$ cat config.mk
export PLATFORM = sky130hd
export DESIGN_NAME = iefl_irq_ctrl
export DESIGN_NICKNAME = d
export VERILOG_FILES = /design/src/iefl_pkg.sv /design/src/iefl_irq_ctrl.sv /design/src/iefl_edge_sync.sv /design/src/iefl_flag_cell.sv
export SDC_FILE = /design/constraint.sdc
export NUM_CORES = 1
export LEC_CHECK = 0
export BUFFER_PORTS_ARGS = -buffer_cell sky130_fd_sc_hd__buf_2
export CAP_MARGIN = 20
export CORE_MARGIN = 2
export CORE_UTILIZATION = 50
export CTS_BUF_LIST = sky130_fd_sc_hd__clkbuf_4
export CTS_CLUSTER_SIZE = 24
export DETAILED_ROUTE_END_ITERATION = 10
export GPL_TIMING_DRIVEN = 0
export PLACE_DENSITY = 0.79
export SLEW_MARGIN = 20
export SYNTH_ARGS = -nofsm -noshare
export SYNTH_HDL_FRONTEND = slang
export SYNTH_HIERARCHICAL = 1
export SYNTH_SLANG_ARGS = --single-unit
$ cat constraint.sdc
create_clock -name clk -period 4.7 [get_ports clk]
set_clock_uncertainty 0.2 [all_clocks]
set_input_delay 0.705 -clock clk [delete_from_list [all_inputs] [get_ports clk]]
set_output_delay 0.705 -clock clk [all_outputs]
set_load 0.01 [all_outputs]
$ cat src/iefl_pkg.sv
// Purpose: Shared constants for the interrupt enable and flag logic.
// Assumes: Eight-bit registers reached over a plain strobe port.
// Notes: Every offset, bit position, mask and reset value lives here, except the zero reset of the request register.
package iefl_pkg;

  // Widths of the register port.
  localparam int ADDR_W = 3;
  localparam int DATA_W = 8;
  localparam int PIN_COUNT = 8;

  // Register offsets.
  localparam logic [2:0] ADDR_CORE_CTRL = 3'h0;
  localparam logic [2:0] ADDR_EN_ONE = 3'h1;
  localparam logic [2:0] ADDR_EN_TWO = 3'h2;
  localparam logic [2:0] ADDR_FLAG_ONE = 3'h3;
  localparam logic [2:0] ADDR_FLAG_TWO = 3'h4;
  localparam logic [2:0] ADDR_EDGE_CFG = 3'h5;
  localparam logic [2:0] ADDR_PIN_MASK = 3'h6;

  // Field positions in the core control register.
  localparam int CORE_GLOBAL_EN_BIT = 7;
  localparam int CORE_GROUP_EN_BIT = 6;
  localparam int CORE_TIMER0_EN_BIT = 5;
  localparam int CORE_EXTIE_BIT = 4;
  localparam int CORE_CHANGE_EN_BIT = 3;
  localparam int CORE_TIMER0_FLAG_BIT = 2;
  localparam int CORE_EXTIF_BIT = 1;
  localparam int CORE_CHANGE_FLAG_BIT = 0;

  // Field positions in the first peripheral enable and flag registers.
  localparam int P1_ADC_BIT = 6;
  localparam int P1_BCL_BIT = 5;
  localparam int P1_SSP_BIT = 4;
  localparam int P1_T2_BIT = 1;
  localparam int P1_T1_BIT = 0;

  // Field positions in the second peripheral enable and flag registers.
  localparam int P2_UV_BIT = 7;
  localparam int P2_OC_BIT = 5;
  localparam int P2_OV_BIT = 4;
  localparam int P2_VIN_BIT = 1;

  // Field position of the external edge select.
  localparam int EDGE_SEL_BIT = 6;

  // Implemented bit masks; all other positions read as zero.
  localparam logic [7:0] CORE_EN_MASK = 8'h78;
  localparam logic [7:0] CORE_FLAG_MASK = 8'h07;
  localparam logic [7:0] PERIPH_ONE_MASK = 8'h73;
  localparam logic [7:0] PERIPH_TWO_MASK = 8'hB2;
  localparam logic [7:0] EDGE_CFG_MASK = 8'h40;

  // Reset values.
  localparam logic [7:0] CORE_EN_RESET = 8'h00;
  localparam logic GLOBAL_EN_RESET = 1'b0;
  localparam logic FLAG_RESET = 1'b0;
  localparam logic [7:0] EN_RESET = 8'h00;
  localparam logic [7:0] EDGE_CFG_RESET = 8'h40;
  localparam logic [7:0] PIN_MASK_RESET = 8'h00;
  localparam logic [7:0] READ_IDLE = 8'h00;

endpackage

$ cat src/iefl_irq_ctrl.sv
// Purpose: Interrupt enable and flag logic feeding one core request.
// Assumes: Peripheral events arrive on clk; pin inputs are asynchronous.
// Notes: Vectoring, stacking and sleep handling live in the core.
`timescale 1ns/1ps

// How it works
// [RQ1] Peripheral requests also need the group enable.
// [RQ2] Flags set regardless of any enable.
// [RQ3] Software clears a flag before enabling it.
// [RQ4] Timer0 overflow enable sits in bit 5.
// [RQ5] Timer0 rollover sets bit 2, sticky.
// [RQ6] External pin enable sits in bit 4.
// [RQ7] External pin edge sets bit 1, sticky.
// [RQ8] Masked pin change sets bit 0.
// [RQ9] First peripheral enable bits gate their flags.
// [RQ10] Second peripheral enable bits gate their flags.
// [RQ11] ADC completion sets first flag bit 6.
// [RQ12] Bus collision shows in first flag bit 5.
// [RQ13] Serial port event shows in bit 4.
// [RQ14] Timer2 match sets bit 1, sticky.
// [RQ15] Timer1 rollover sets bit 0, sticky.
// [RQ16] Unimplemented bits read zero, ignore writes.
// [RQ17] Global enable passes or blocks all; reset clears.
// [RQ18] Service clears global enable; return sets it.
// [RQ19] Edge select picks rising or falling edge.
// [RQ20] Second flag register holds power fault flags.
// [RQ21] Request needs global enable and enabled flag.
// [RQ22] Reset clears every enable and flag.
module iefl_irq_ctrl (
  input wire logic clk, // System clock, 25 MHz.
  input wire logic nrst, // Synchronous reset, active low.
  input wire logic [2:0] addr, // Register address.
  input wire logic [7:0] wr_data, // Register write data.
  input wire logic wr_stb, // One-cycle write strobe.
  input wire logic rd_stb, // One-cycle read strobe.
  output logic [7:0] rd_data, // Read data, valid the cycle after rd_stb.
  input wire logic timer0_rollover, // Timer0 count rolled over.
  input wire logic ext_pin, // External request pin, asynchronous.
  input wire logic [7:0] change_pins, // Monitored pins, asynchronous.
  input wire logic adc_done, // ADC conversion completed.
  input wire logic bus_collision, // Serial port bus collision.
  input wire logic serial_event, // Serial port event.
  input wire logic timer2_match, // Timer2 matched its period.
  input wire logic timer1_rollover, // Timer1 rolled over.
  input wire logic output_undervolt, // Output undervoltage fault.
  input wire logic overcurrent, // Output overcurrent fault.
  input wire logic output_overvolt, // Output overvoltage fault.
  input wire logic input_uvlo, // Input voltage below its limit.
  input wire logic service_taken, // Core enters the service routine.
  input wire logic return_from_service, // Core leaves the service routine.
  output logic irq_req // Request to the core, active high.
);

  // Enable registers and configuration.
  logic global_irq_enable_r;
  logic global_irq_enable_nxt;
  logic [7:0] core_en_r;
  logic [7:0] core_en_nxt;
  logic [7:0] en_one_r;
  logic [7:0] en_one_nxt;
  logic [7:0] en_two_r;
  logic [7:0] en_two_nxt;
  logic [7:0] edge_cfg_r;
  logic [7:0] edge_cfg_nxt;
  logic [7:0] pin_mask_r;
  logic [7:0] pin_mask_nxt;

  // Output registers.
  logic irq_req_r;
  logic irq_req_nxt;
  logic [7:0] rd_data_r;
  logic [7:0] rd_data_nxt;

  // Address hits, shared by the write strobes and the read selection.
  wire hit_core;
  wire hit_en_one;
  wire hit_en_two;
  wire hit_flag_one;
  wire hit_flag_two;
  wire hit_edge;
  wire hit_mask;

  // Write decode strobes.
  wire wr_core;
  wire wr_en_one;
  wire wr_en_two;
  wire wr_flag_one;
  wire wr_flag_two;
  wire wr_edge;
  wire wr_mask;

  // Pin edge detection results.
  wire [8:0] pin_rise;
  wire [8:0] pin_fall;
  wire ext_evt;
  wire pin_change_detect;
  wire edge_rising;

  // Flag set vectors and flag state.
  wire [7:0] core_set;
  wire [7:0] flag_one_set;
  wire [7:0] flag_two_set;
  wire [7:0] core_flags;
  wire [7:0] flag_one;
  wire [7:0] flag_two;

  // Named enable bits.
  wire periph_group_enable;
  wire timer0_overflow_enable;
  wire ext_pin_irq_enable;
  wire pin_change_enable;

  // Pending request terms.
  wire core_pending;
  wire periph_one_pending;
  wire periph_two_pending;
  wire periph_pending;

  // Read selection.
  wire [7:0] core_view;
  logic [7:0] rd_mux;

  // One hit per register offset; the unmapped offset hits nothing.
  assign hit_core = (addr == iefl_pkg::ADDR_CORE_CTRL);
  assign hit_en_one = (addr == iefl_pkg::ADDR_EN_ONE);
  assign hit_en_two = (addr == iefl_pkg::ADDR_EN_TWO);
  assign hit_flag_one = (addr == iefl_pkg::ADDR_FLAG_ONE);
  assign hit_flag_two = (addr == iefl_pkg::ADDR_FLAG_TWO);
  assign hit_edge = (addr == iefl_pkg::ADDR_EDGE_CFG);
  assign hit_mask = (addr == iefl_pkg::ADDR_PIN_MASK);

  // Address decode for writes; each register has one strobe.
  assign wr_core = wr_stb && hit_core;
  assign wr_en_one = wr_stb && hit_en_one;
  assign wr_en_two = wr_stb && hit_en_two;
  assign wr_flag_one = wr_stb && hit_flag_one;
  assign wr_flag_two = wr_stb && hit_flag_two;
  assign wr_edge = wr_stb && hit_edge;
  assign wr_mask = wr_stb && hit_mask;

  // Named views of the enable bits.
  assign periph_group_enable = core_en_r[iefl_pkg::CORE_GROUP_EN_BIT];
  assign timer0_overflow_enable = core_en_r[iefl_pkg::CORE_TIMER0_EN_BIT]; // [RQ4]
  assign ext_pin_irq_enable = core_en_r[iefl_pkg::CORE_EXTIE_BIT]; // [RQ6]
  assign pin_change_enable = core_en_r[iefl_pkg::CORE_CHANGE_EN_BIT];
  assign edge_rising = edge_cfg_r[iefl_pkg::EDGE_SEL_BIT];

  // The external pin and the monitored pins share one synchroniser.
  // Pulses narrower than one clock may be missed; that is the price of
  // filtering metastability out of the flag logic.
  iefl_edge_sync #(
    .W(iefl_pkg::PIN_COUNT + 1)
  ) u_pin_sync (
    .clk(clk),
    .nrst(nrst),
    .pin({ext_pin, change_pins}),
    .rise(pin_rise),
    .fall(pin_fall)
  );

  // External event follows the selected edge polarity.
  assign ext_evt = edge_rising ? pin_rise[8] : pin_fall[8]; // [RQ19]

  // Any masked pin toggling in either direction counts as a change.
  assign pin_change_detect = |((pin_rise[7:0] | pin_fall[7:0]) & pin_mask_r); // [RQ8]

  // Set vectors; sources set their flags whatever the enables are.
  assign core_set = {5'h00, timer0_rollover, ext_evt, pin_change_detect}; // [RQ2] [RQ5] [RQ7]
  assign flag_one_set = {1'b0, adc_done, bus_collision, serial_event, 2'h0,
                         timer2_match, timer1_rollover}; // [RQ11] [RQ12] [RQ13] [RQ14] [RQ15]
  assign flag_two_set = {output_undervolt, 1'b0, overcurrent, output_overvolt, 2'h0,
                         input_uvlo, 1'b0}; // [RQ20]

  // One sticky cell per implemented flag bit; other positions stay zero.
  genvar gi;
  generate
    for (gi = 0; gi < 8; gi = gi + 1) begin : g_flags
      if (iefl_pkg::CORE_FLAG_MASK[gi]) begin : g_core
        iefl_flag_cell u_cell (
          .clk(clk),
          .nrst(nrst),
          .set_evt(core_set[gi]),
          .wr_en(wr_core),
          .wr_val(wr_data[gi]),
          .flag(core_flags[gi])
        );
      end else begin : g_core_none
        assign core_flags[gi] = 1'b0; // [RQ16]
      end
      if (iefl_pkg::PERIPH_ONE_MASK[gi]) begin : g_one
        iefl_flag_cell u_cell (
          .clk(clk),
          .nrst(nrst),
          .set_evt(flag_one_set[gi]),
          .wr_en(wr_flag_one),
          .wr_val(wr_data[gi]),
          .flag(flag_one[gi])
        );
      end else begin : g_one_none
        assign flag_one[gi] = 1'b0; // [RQ16]
      end
      if (iefl_pkg::PERIPH_TWO_MASK[gi]) begin : g_two
        iefl_flag_cell u_cell (
          .clk(clk),
          .nrst(nrst),
          .set_evt(flag_two_set[gi]),
          .wr_en(wr_flag_two),
          .wr_val(wr_data[gi]),
          .flag(flag_two[gi])
        );
      end else begin : g_two_none
        assign flag_two[gi] = 1'b0; // [RQ16]
      end
    end
  endgenerate

  // Global enable: service clears it, return sets it, software writes it.
  // Service wins so a request can never retrigger during entry.
  assign global_irq_enable_nxt = service_taken ? 1'b0 : // [RQ18]
                                 return_from_service ? 1'b1 :
                                 wr_core ? wr_data[iefl_pkg::CORE_GLOBAL_EN_BIT] :
                                 global_irq_enable_r;

  // Enable and configuration writes keep only implemented bits.
  assign core_en_nxt = wr_core ? (wr_data & iefl_pkg::CORE_EN_MASK) : core_en_r;
  assign en_one_nxt = wr_en_one ? (wr_data & iefl_pkg::PERIPH_ONE_MASK) : en_one_r; // [RQ9] [RQ16]
  assign en_two_nxt = wr_en_two ? (wr_data & iefl_pkg::PERIPH_TWO_MASK) : en_two_r; // [RQ10] [RQ16]
  assign edge_cfg_nxt = wr_edge ? (wr_data & iefl_pkg::EDGE_CFG_MASK) : edge_cfg_r;
  assign pin_mask_nxt = wr_mask ? wr_data : pin_mask_r;

  // Core group: each flag pairs with its own enable.
  assign core_pending = (core_flags[iefl_pkg::CORE_TIMER0_FLAG_BIT] & timer0_overflow_enable) |
                        (core_flags[iefl_pkg::CORE_EXTIF_BIT] & ext_pin_irq_enable) |
                        (core_flags[iefl_pkg::CORE_CHANGE_FLAG_BIT] & pin_change_enable);

  // Peripheral group: flags pair bit for bit with their enables.
  assign periph_one_pending = |(flag_one & en_one_r);
  assign periph_two_pending = |(flag_two & en_two_r);
  assign periph_pending = periph_group_enable &
                          (periph_one_pending | periph_two_pending); // [RQ1]

  // The request looks at the next global enable, so a write that clears
  // it drops any request due in the following cycle; the flag stays set.
  assign irq_req_nxt = global_irq_enable_nxt & (core_pending | periph_pending); // [RQ17] [RQ21]

  // Read view of the core control register.
  assign core_view = {global_irq_enable_r, core_en_r[6:3], core_flags[2:0]};

  // Read selection; unmapped offsets read as zero.
  always_comb begin
    rd_mux = iefl_pkg::READ_IDLE; // [RQ16]
    if (hit_core) begin
      rd_mux = core_view;
    end else if (hit_en_one) begin
      rd_mux = en_one_r;
    end else if (hit_en_two) begin
      rd_mux = en_two_r;
    end else if (hit_flag_one) begin
      rd_mux = flag_one;
    end else if (hit_flag_two) begin
      rd_mux = flag_two;
    end else if (hit_edge) begin
      rd_mux = edge_cfg_r;
    end else if (hit_mask) begin
      rd_mux = pin_mask_r;
    end
  end

  // Read data stands for exactly one cycle after the strobe.
  assign rd_data_nxt = rd_stb ? rd_mux : iefl_pkg::READ_IDLE;

  // Global enable; any reset clears it so nothing fires before software is ready.
  always_ff @(posedge clk) begin
    if (!nrst) begin
      global_irq_enable_r <= iefl_pkg::GLOBAL_EN_RESET; // [RQ17] [RQ22]
    end else begin
      global_irq_enable_r <= global_irq_enable_nxt;
    end
  end

  // Core group enables.
  always_ff @(posedge clk) begin
    if (!nrst) begin
      core_en_r <= iefl_pkg::CORE_EN_RESET; // [RQ22]
    end else begin
      core_en_r <= core_en_nxt;
    end
  end

  // First peripheral enables.
  always_ff @(posedge clk) begin
    if (!nrst) begin
      en_one_r <= iefl_pkg::EN_RESET; // [RQ22]
    end else begin
      en_one_r <= en_one_nxt;
    end
  end

  // Second peripheral enables.
  always_ff @(posedge clk) begin
    if (!nrst) begin
      en_two_r <= iefl_pkg::EN_RESET; // [RQ22]
    end else begin
      en_two_r <= en_two_nxt;
    end
  end

  // Edge select; it leaves reset on the rising edge.
  always_ff @(posedge clk) begin
    if (!nrst) begin
      edge_cfg_r <= iefl_pkg::EDGE_CFG_RESET;
    end else begin
      edge_cfg_r <= edge_cfg_nxt;
    end
  end

  // Pin change mask; every pin is ignored until software picks it.
  always_ff @(posedge clk) begin
    if (!nrst) begin
      pin_mask_r <= iefl_pkg::PIN_MASK_RESET;
    end else begin
      pin_mask_r <= pin_mask_nxt;
    end
  end

  // Request register, so the core sees a clean level straight from a flop.
  always_ff @(posedge clk) begin
    if (!nrst) begin
      irq_req_r <= 1'b0;
    end else begin
      irq_req_r <= irq_req_nxt;
    end
  end

  // Read data register; it idles at zero between reads.
  always_ff @(posedge clk) begin
    if (!nrst) begin
      rd_data_r <= iefl_pkg::READ_IDLE;
    end else begin
      rd_data_r <= rd_data_nxt;
    end
  end

  assign irq_req = irq_req_r;
  assign rd_data = rd_data_r;

endmodule // iefl_irq_ctrl

$ cat src/iefl_edge_sync.sv
// Purpose: Two-flop synchroniser with edge detection for pin inputs.
// Assumes: Pins are asynchronous to clk.
// Notes: The first stage feeds only the second stage.
`timescale 1ns/1ps
module iefl_edge_sync #(
  parameter int W = 9
) (
  input wire logic clk, // System clock.
  input wire logic nrst, // Synchronous reset, active low.
  input wire logic [W-1:0] pin, // Raw pin levels.
  output logic [W-1:0] rise, // One-cycle pulse on a rising edge.
  output logic [W-1:0] fall // One-cycle pulse on a falling edge.
);

  logic [W-1:0] meta_r;
  logic [W-1:0] sync_r;
  logic [W-1:0] last_r;

  // The stages follow the pins even in reset, so a pin that idles high
  // reports no false edge once reset is released.
  always_ff @(posedge clk) begin
    meta_r <= pin;
    sync_r <= meta_r;
    last_r <= sync_r;
  end

  // Edges compare the second stage with its delayed copy; none in reset.
  assign rise = nrst ? (sync_r & ~last_r) : '0;
  assign fall = nrst ? (~sync_r & last_r) : '0;

endmodule // iefl_edge_sync

$ cat src/iefl_flag_cell.sv
// Purpose: One sticky request flag with software read and write.
// Assumes: The set input is a level or pulse on clk.
// Notes: A set in the same cycle as a software clear wins.
`timescale 1ns/1ps
module iefl_flag_cell (
  input wire logic clk, // System clock.
  input wire logic nrst, // Synchronous reset, active low.
  input wire logic set_evt, // Source condition, active high.
  input wire logic wr_en, // Software write to this bit.
  input wire logic wr_val, // Value written by software.
  output logic flag // Current flag state.
);

  // The event is tested first so it is never lost to a clear.
  always_ff @(posedge clk) begin
    if (!nrst) begin
      flag <= iefl_pkg::FLAG_RESET;
    end else if (set_evt) begin
      flag <= 1'b1;
    end else if (wr_en) begin
      flag <= wr_val;
    end
  end

endmodule // iefl_flag_cell

Yosys cells after proc, flatten, opt, wreduce, memory -nomap -nowiden
Cells that the tools add are included.
W data, S select, Z words.
{ "word_totals": {"ff_bits": 71, "mem_bits_rw": 0, "latch_bits": 0, "input_bits": 36, "rom_bits": 0, "output_inout_bits": 9, "n_memories": 0} }
{ "op_classes": {"mul": 0, "n_lt_le_gt_ge": 0, "eq_ne": 6, "bitwise_logic": 17, "add_sub_neg": 0, "mux": 37, "reduce_logical": 24, "n_div": 0, "n_shift": 0} }
{ "ops": {"columns": ["cell", "n"], "rows": [
  ["$mux W8", 7],
  ["$mux W1", 28],
  ["$reduce_bool A2 Y1", 12],
  ["$reduce_or A8 Y1", 3],
  ["$and A9 B9 Y9", 2],
  ["$mux W9", 2],
  ["$not A9 Y9", 2],
  ["$and A8 B8 Y8", 2],
  ["$eq A3 B3 Y1 const B", 3],
  ["$or A8 B8 Y8", 1],
  ["$and A7 B7 Y7", 1],
  ["$logic_and A1 B1 Y1", 7],
  ["$eq A3 B2 Y1 const B", 2],
  ["$and A1 B1 Y1", 5],
  ["$or A1 B1 Y1", 4],
  ["$eq A3 B1 Y1 const B", 1],
  ["$logic_not A3 Y1", 1],
  ["$reduce_and A2 Y1", 1]
]} }

Longest topological paths before layout
Gate-level depths: netlist of run 1.
{ "logic_depth": {"ltp_word": 8, "depth_mapped": 6, "depth_no_buf": 5} }

Hierarchy
The synthesis of run 1 kept the hierarchy.
{ "by_module_without_submodules": {"columns": ["module", "cells_per_inst", "area_per_inst_um2", "seq_area_each_um2", "instances"], "rows": [
  ["iefl_irq_ctrl", 168, 1557.7, 640.6, 1],
  ["iefl_edge_sync", 46, 719.4, 540.5, 1],
  ["iefl_flag_cell", 3, 38.8, 20.0, 12]
]} }

Worst setup path before layout of run 1
OpenSTA, ideal clock, no wires.
{ "synth_timing": {"path_type": "input port to flip-flop", "from": "input port addr[2]", "to": "register g_flags[1].g_two.u_cell.flag", "path_stages": 5, "setup_ns": 0.115, "t_arrival_ns": 2.090, "path_buffers": 2, "slack_ns": 2.296, "path_cell_list": "buf_6 > clkbuf_1 > nor3b_1 > mux2_1 > o21a_1"} }
{ "synth_via": {"elab_chain_cells": 3} }
{ "synth_rtl": {"columns": ["element", "line", "rtl"], "rows": [
  ["from (decl)", "iefl_irq_ctrl.sv:32", "input wire logic [2:0] addr,"],
  ["$eq A3 B3 Y1", "iefl_irq_ctrl.sv:128", "assign hit_flag_two = (addr == iefl_pkg::ADDR_FLAG_TWO);"],
  ["$logic_and A1 B1 Y1", "iefl_irq_ctrl.sv:137", "assign wr_flag_two = wr_stb && hit_flag_two;"],
  ["named net wr_flag_two", "iefl_irq_ctrl.sv:88", "wire wr_flag_two;"],
  ["$reduce_bool A2 Y1 (no source line)", null, null],
  ["to (signal assigned)", "iefl_flag_cell.sv:17", "flag <= iefl_pkg::FLAG_RESET;"],
  ["to (signal assigned)", "iefl_flag_cell.sv:21", "flag <= wr_val;"],
  ["to (decl)", "iefl_flag_cell.sv:11", "output logic flag"]
]} }
The timed path passes the listed nets, and every way through them passes these cells.
A chain may end at the register's enable or synchronous reset.

Worst setup path in the final report of run 1
{ "layout_timing": {"from": "input port addr[1]", "to": "register g_flags[4].g_two.u_cell.flag"} }
{ "layout_via": {"elab_chain_cells": 3} }
{ "layout_rtl": {"columns": ["element", "line"], "rows": [
  ["$eq A3 B3 Y1", "iefl_irq_ctrl.sv:128"],
  ["$logic_and A1 B1 Y1", "iefl_irq_ctrl.sv:137"],
  ["named net wr_flag_two", "iefl_irq_ctrl.sv:88"],
  ["$reduce_bool A2 Y1 (no source line)", null],
  ["to (signal assigned)", "iefl_flag_cell.sv:17"],
  ["to (signal assigned)", "iefl_flag_cell.sv:21"],
  ["to (decl)", "iefl_flag_cell.sv:11"]
]} }
The timed path passes the listed nets, and every way through them passes these cells.

==> impl_metrics.tcl, run 1 <==
set metrics [dict create \
    synthFlopType "dfxtp_1" \
    cts_buffers 9 \
    setup_viol 0 \
    die-width_um 78.1 \
    seq_area_frac_synth_pct 51.8 \
    grt_pass1_vias 1872 \
    syn_area_um2 2740 \
    ff2ff_setup_slack_ns 3.04 \
    ys_seq_elements 71 \
    path_class "in2reg" \
    syn_nets 286 \
    p_leak_nw 1.34 \
    clockPowerShare_pct 37.9 \
    grt_max_degree 28 \
    switching_power_mw 0.287 \
    peakVddDrop_mv 0.223 \
    synthArstFlopShare_pct 0 \
    holdCritPathClass "reg2reg" \
    avgRoutedWirePerCell_um 15.3 \
    initial_core_util_pct 52.7 \
    grt-ovfl-total 0 \
    tightest_slew_ns 0.886 \
    layout_commonest_cell "dfxtp_1" \
    slew_viol_final 0 \
    critical_path_required_ns 4.83 \
    drive_gt1_share_pct 25.2 \
    antenna_found_initial 0 \
    die_y_um 78.1 \
    finalCritPeriodShare_pct 52.7 \
    ctsLongestPathBuffers 2 \
    max_cap_violations 0 \
    power.density_nw_per_um2 369 \
    cts_setup_buffers 0 \
    area_growth_pct 17.2 \
    final_cell_mix "71 x dfxtp_1, 44 x buf_2, 24 x nand2_1" \
    gp_congestion 0.907 \
    rows 26 \
    cp.arrival_ns 2.60 \
    synth_cell_types 41 \
    end_kind "flip-flop" \
    hold_viol 0 \
    reg2reg_from "u_pin_sync/last_r[3]" \
    syn_inst 250 \
    cts_num_sinks 71 \
    clkLatencyLatePin_ns 0.43 \
    dp_hpwl_um 4190 \
    drt_pass1_iterations 5 \
    core_area_um2 5200 \
    grt_usage_pct 20.6 \
    utilization_pct 61.7 \
    cts_tree "built" \
    viasPerCell 5.27 \
    rr_endpoint "g_flags[0].g_core.u_cell/flag" \
    syn_avg_cell_area_um2 11.0 \
    finalCriticalPeriod_ns 2.48 \
    switching_share_pct 24.2 \
    rsz0062_at_grt "false" \
    root_buffer "clkbuf_4" \
    drc 0 \
    max_slew_margin_pct 40.7 \
    r2r_cells 5 \
    outcome "finished clean" \
    numPortBuffers 43 \
    drt_wl_total_um 5820 \
    intPower_mw 0.899 \
    cp-endpoint "g_flags[4].g_two.u_cell/flag" \
    p_total_mw 1.19 \
    post_cts_resized 0 \
    final_antenna_net_count 0 \
    setup.worst_path.start "addr[1]" \
    pin_count 45 \
    dieArea_um2 6090 \
    dr.first_iter.drc_count 141 \
    dr_total_vias 1996 \
    path_clk_slew_ns 0.11 \
    cts_hold_buf 0 \
    seqPwrFrac_pct 54.2 \
    synth_edf_count 0 \
    htreeDepth 3 \
    start_kind "primary input" \
    fmaxAchievable_ghz 0.403 \
    ys_warn_count 6 \
    fillers 438 \
    fin_nets 340 \
    grt_pass1_wl_um 9530 \
    tns_ns 0 \
    num_antenna_cells 0 \
    comb_power_share_pct 7.8 \
    crit_fanout 10 \
]
layer usage:
| metal | global-route usage (%) | vias to the layer above | part of all wire [%] |
|---|---|---|---|
| met4 | 9.47 | 0 | 1.4 |
| met3 | 4.83 | 7 | 7.5 |
| met5 | 0 | - | 0 |
| li1 | - | 1010 | - |
| met2 | 29.7 | 75 | 45 |
| met1 | 29.4 | 904 | 46 |
layout make-up:
type / count / area (µm²) / share of cell area, %
plain buffers: 9 / 50.0 / 1.56
clock buffers: 10 / 75.1 / 2.34
clock inverters: 6 / 92.6 / 2.88
inverters: 2 / 7.51 / 0.234
multi-input cells: 168 / 1260 / 39.3
flip-flops and latches: 71 / 1420 / 44.2
well taps: 70 / 87.6 / 2.73
repair buffers: 43 / 215 / 6.70
cells in the mapped netlist (2+ instances only):
| cell type | instances | area, µm² |
|---|---|---|
| a21boi_0 | 2 | 15.0 |
| dfxtp_1 | 71 | 1420 |
| and3b_2 | 8 | 80.1 |
| a22oi_1 | 5 | 37.5 |
| nor2_1 | 15 | 56.3 |
| nor2b_1 | 11 | 68.8 |
| nor3b_1 | 2 | 15.0 |
| mux2i_1 | 20 | 200 |
| nor3_1 | 4 | 20.0 |
| nand4_1 | 2 | 12.5 |
| nand2_1 | 24 | 90.1 |
| mux2_1 | 12 | 135 |
| mux4_2 | 3 | 67.6 |
| o21ai_0 | 11 | 55.1 |
| o21a_1 | 12 | 90.1 |
| nand3_1 | 2 | 10.0 |
| nand2b_1 | 2 | 12.5 |
| buf_6 | 2 | 22.5 |
| a222oi_1 | 2 | 20.0 |
| and3b_1 | 10 | 87.6 |
| clkbuf_1 | 5 | 18.8 |
| a21oi_1 | 6 | 30.0 |
power groups by stage:
stage | Combinational, mW | Sequential [mW] | Clock (mW)
3_3_place_gp | 0.0913 | 0.655 | 0
6_report | 0.0931 | 0.643 | 0.450
5_1_grt | 0.103 | 0.646 | 0.485
2_1_floorplan | 0.0581 | 0.651 | 0
3_5_place_dp | 0.0929 | 0.656 | 0
4_1_cts | 0.0932 | 0.643 | 0.454
flip-flops by register name, indices dropped and copies added (netlist names):
name and count:
g_flags.g_core.u_cell/flag 3, core_en_r 4, en_two_r 4, g_flags.g_one.u_cell/flag 5, u_pin_sync/last_r 9, en_one_r 5
rd_data 8, global_irq_enable_r 1, edge_cfg_r 1, irq_req 1, pin_mask_r 8, u_pin_sync/sync_r 9
u_pin_sync/meta_r 9, g_flags.g_two.u_cell/flag 4
worst min-delay path by stage:
stage	startpoint	endpoint	cells after the start
6_report	u_pin_sync/meta_r[7]	u_pin_sync/sync_r[7]	0
3_5_place_dp	u_pin_sync/meta_r[2]	u_pin_sync/sync_r[2]	0
3_3_place_gp	u_pin_sync/meta_r[7]	u_pin_sync/sync_r[7]	0
5_1_grt	u_pin_sync/meta_r[7]	u_pin_sync/sync_r[7]	0
4_1_cts	u_pin_sync/meta_r[5]	u_pin_sync/sync_r[5]	0
2_1_floorplan	u_pin_sync/meta_r[0]	u_pin_sync/sync_r[0]	0
worst max-delay path, stage by stage:
cell,delay [ns]
buf_2,0.12
buf_1,0.26
buf_2,0.28
nor3b_1,0.68
mux2_1,0.39
o21a_1,0.17
logic make-up after synthesis:
logic type / synth area share [%]
compound gates: 11.0
simple gates: 19.0
buf+inv: 2.10
mux: 16.1
flops: 51.8
through the flow:
step	std cells	cell area (µm²)	hold WS, ns	setup WS (ns)
6_report	379	3210	0.139	2.22
5_1_grt	379	3210	0.145	2.13
4_1_cts	379	3210	0.141	2.28
3_5_place_dp	363	3050	0.112	1.83
3_3_place_gp	363	3050	0.110	1.83
2_1_floorplan	250	2740	0.110	2.30
(Power assumes the default switching activity.)
==> inputs of run 2 (changes only) <==
- ABC_AREA: not set -> 1
- clock period: 4.7 -> 2.3 ns (I/O delays scaled with it)
==> run 2 against run 1 <==
Synthesized area increased by 5.2%. Via count increased by 36%. Register-to-register slack got worse by 2.3 ns. Critical path type unchanged. Critical endpoint is now g_flags[0].g_core.u_cell/flag.
==> impl_metrics.tcl, run 2 <==
set metrics [dict create \
    grt_usage_pct 23.8 \
    max_slew_margin_pct 42.3 \
    numPortBuffers 44 \
    switching_share_pct 29.5 \
    synthFlopType "dfxtp_1" \
    layout_commonest_cell "nand2_1" \
    ys_seq_elements 71 \
    final_antenna_net_count 0 \
    setup_viol 0 \
    tns_ns 0 \
    synth.most_common_cell "nand2_1" \
    placed_area_um2 3200 \
    clockPowerShare_pct 32.6 \
    clkLatencyLatePin_ns 0.44 \
    htreeDepth 3 \
    drt_pass1_iterations 4 \
    drive_gt1_share_pct 17.0 \
    crit_top_cell "nor2_1" \
    worstPathCellList "buf_2 > buf_6 > buf_12 > nand2_1 > nor2_1 > o21ai_0 > nand4_1 > or2_2 > inv_1 > nand2_1 > nor2_1 > nor2_1" \
    grt_max_degree 18 \
    start_kind "primary input" \
    final_cell_area_um2 3520 \
    syn_inst 398 \
    finalCritPeriodShare_pct 73.1 \
    comb_power_share_pct 10.3 \
    hold_viol 0 \
    num_antenna_cells 0 \
    slowest_delay_ns 0.31 \
    utilization_pct 63.5 \
    wl_met2_um 3170 \
    antenna_found_initial 0 \
    post_cts_resized 0 \
    holdCritPathClass "in2reg" \
    preCtsSetupSlack_ns 0.139 \
    max_cap_violations 0 \
    final_cell_mix "91 x nand2_1, 81 x nor2_1, 71 x dfxtp_1" \
    drc 0 \
    syn_area_um2 2890 \
    cts_buffers 9 \
    dr_total_vias 2713 \
    syn_avg_cell_area_um2 7.25 \
    power.density_nw_per_um2 658 \
    synth.area.top_cells "dfxtp_1 49%, nand2_1 12%, nor2_1 11%, inv_1 7.2%, a21oi_1 3.8%" \
    path_class "in2reg" \
    root_buffer "clkbuf_4" \
    dr.first_iter.drc_count 197 \
    yosysTopAreaCell "dfxtp_1" \
    gp_congestion 0.938 \
    critical_path_required_ns 2.46 \
    die_y_um 80.0 \
    syn_nets 434 \
    worst-path-buf-inv 4 \
    p_total_mw 2.32 \
    die-width_um 80.0 \
    path_clk_slew_ns 0.14 \
    initial_core_util_pct 52.1 \
    area_growth_pct 21.9 \
    rows 27 \
    viasPerCell 4.94 \
    seq_area_frac_synth_pct 49.2 \
    end_kind "flip-flop" \
    peakVddDrop_mv 0.530 \
    path_delay_family "simple AND/OR/NAND/NOR gates" \
    finalCriticalPeriod_ns 1.68 \
    largestRegisters "u_pin_sync/last_r: 9 flops, u_pin_sync/meta_r: 9 flops, u_pin_sync/sync_r: 9 flops" \
    synth_edf_count 0 \
    wl_met1_um 3270 \
    ctsLongestPathBuffers 2 \
    switching_power_mw 0.683 \
    outcome "finished clean" \
    intPower_mw 1.63 \
    pin_count 45 \
    dieArea_um2 6400 \
    dp_hpwl_um 5010 \
    drt_wl_total_um 6910 \
    fin_ws_ns 0.618 \
    fmaxAchievable_ghz 0.595 \
    cts_tree "built" \
    ys_warn_count 6 \
    met3_length_um 322 \
    crit_fanout 17 \
    p_leak_nw 1.72 \
    slowest_stage "or2_2" \
    rsz0062_at_grt "false" \
    avgRoutedWirePerCell_um 12.6 \
    grt_pass1_wl_um 11300 \
    cts_num_sinks 71 \
    fin_nets 508 \
    grt-ovfl-total 0 \
    seqPwrFrac_pct 57.1 \
    highest_layer "met4" \
    slew_viol_final 0 \
    yosys-top-cells-count "91 x nand2_1, 81 x nor2_1, 71 x dfxtp_1" \
    synth_cell_types 32 \
    tightest_slew_ns 0.859 \
    synthArstFlopShare_pct 0 \
    cp.arrival_ns 1.84 \
    synth_top_area_share_pct 49.2 \
    grt_pass1_vias 2445 \
    core_area_um2 5540 \
]
[run 2: final cells by class]
cell class / count / area (µm²)
buffer: 8 / 66.3
clock buffer: 9 / 67.6
clock inverter: 7 / 65.1
fill: 532 / 2020
inverter: 58 / 225
multi-input combinational: 261 / 1170
sequential: 71 / 1420
tap: 72 / 90.1
timing repair buffer: 63 / 410
[run 2: logic make-up after synthesis]
kind of cell	after synthesis	synth area share (%)
buffers and inverters	66	10.1
AND/OR/NAND/NOR	211	31.1
AO/OA/AOI/OAI	49	9.19
multiplexers	1	0.390
flip-flops	71	49.2
[run 2: what timing repair did]
action                                 CTS  global route
setup buffers                            0             0
endpoints found under the hold margin   20             0
hold buffers                            19             0
[run 2: power groups by stage]
stage                     Sequential (mW)  Clock (mW)  Combinational, mW
after floorplan                      1.34           0              0.133
after global placement               1.35           0              0.206
after detailed placement             1.35           0              0.213
after CTS                            1.32       0.763              0.238
after global routing                 1.33       0.828              0.270
final                                1.32       0.755              0.239
[run 2: worst register-to-register path, cell delays in order, from the launching register on]
cell and delay (ns):
dfxtp_1 0.38, nor2_1 0.07, o21ai_0 0.19, nand4_1 0.12, or2_2 0.31, inv_1 0.05, nand2_1 0.05, nor2_1 0.08
nor2_1 0.04
[run 2: final timing paths]
check,startpoint,to,slack [ns],depth (start not counted)
setup / recovery,nrst,g_flags[0].g_core.u_cell/flag,0.62,12
hold / removal,wr_data[7],pin_mask_r[7],0.002,3
setup reg to reg,u_pin_sync/sync_r[6],g_flags[0].g_core.u_cell/flag,0.73,8
hold reg to reg,u_pin_sync/meta_r[5],u_pin_sync/sync_r[5],0.14,0
[run 2: through the flow]
| stage | std cells | hold slack (ns) |
|---|---|---|
| 2_1_floorplan | 398 | 0.110 |
| 3_3_place_gp | 514 | 0.110 |
| 3_5_place_dp | 514 | 0.113 |
| 4_1_cts | 549 | 0.00129 |
| 5_1_grt | 549 | 0.00435 |
| 6_report | 549 | 0.00183 |
[run 2: routing by layer]
metal	up-vias	global-route usage, %
met2	89	39.1
met4	0	10.3
met1	1216	29.8
met5	-	0
met3	16	5.54
li1	1392	-
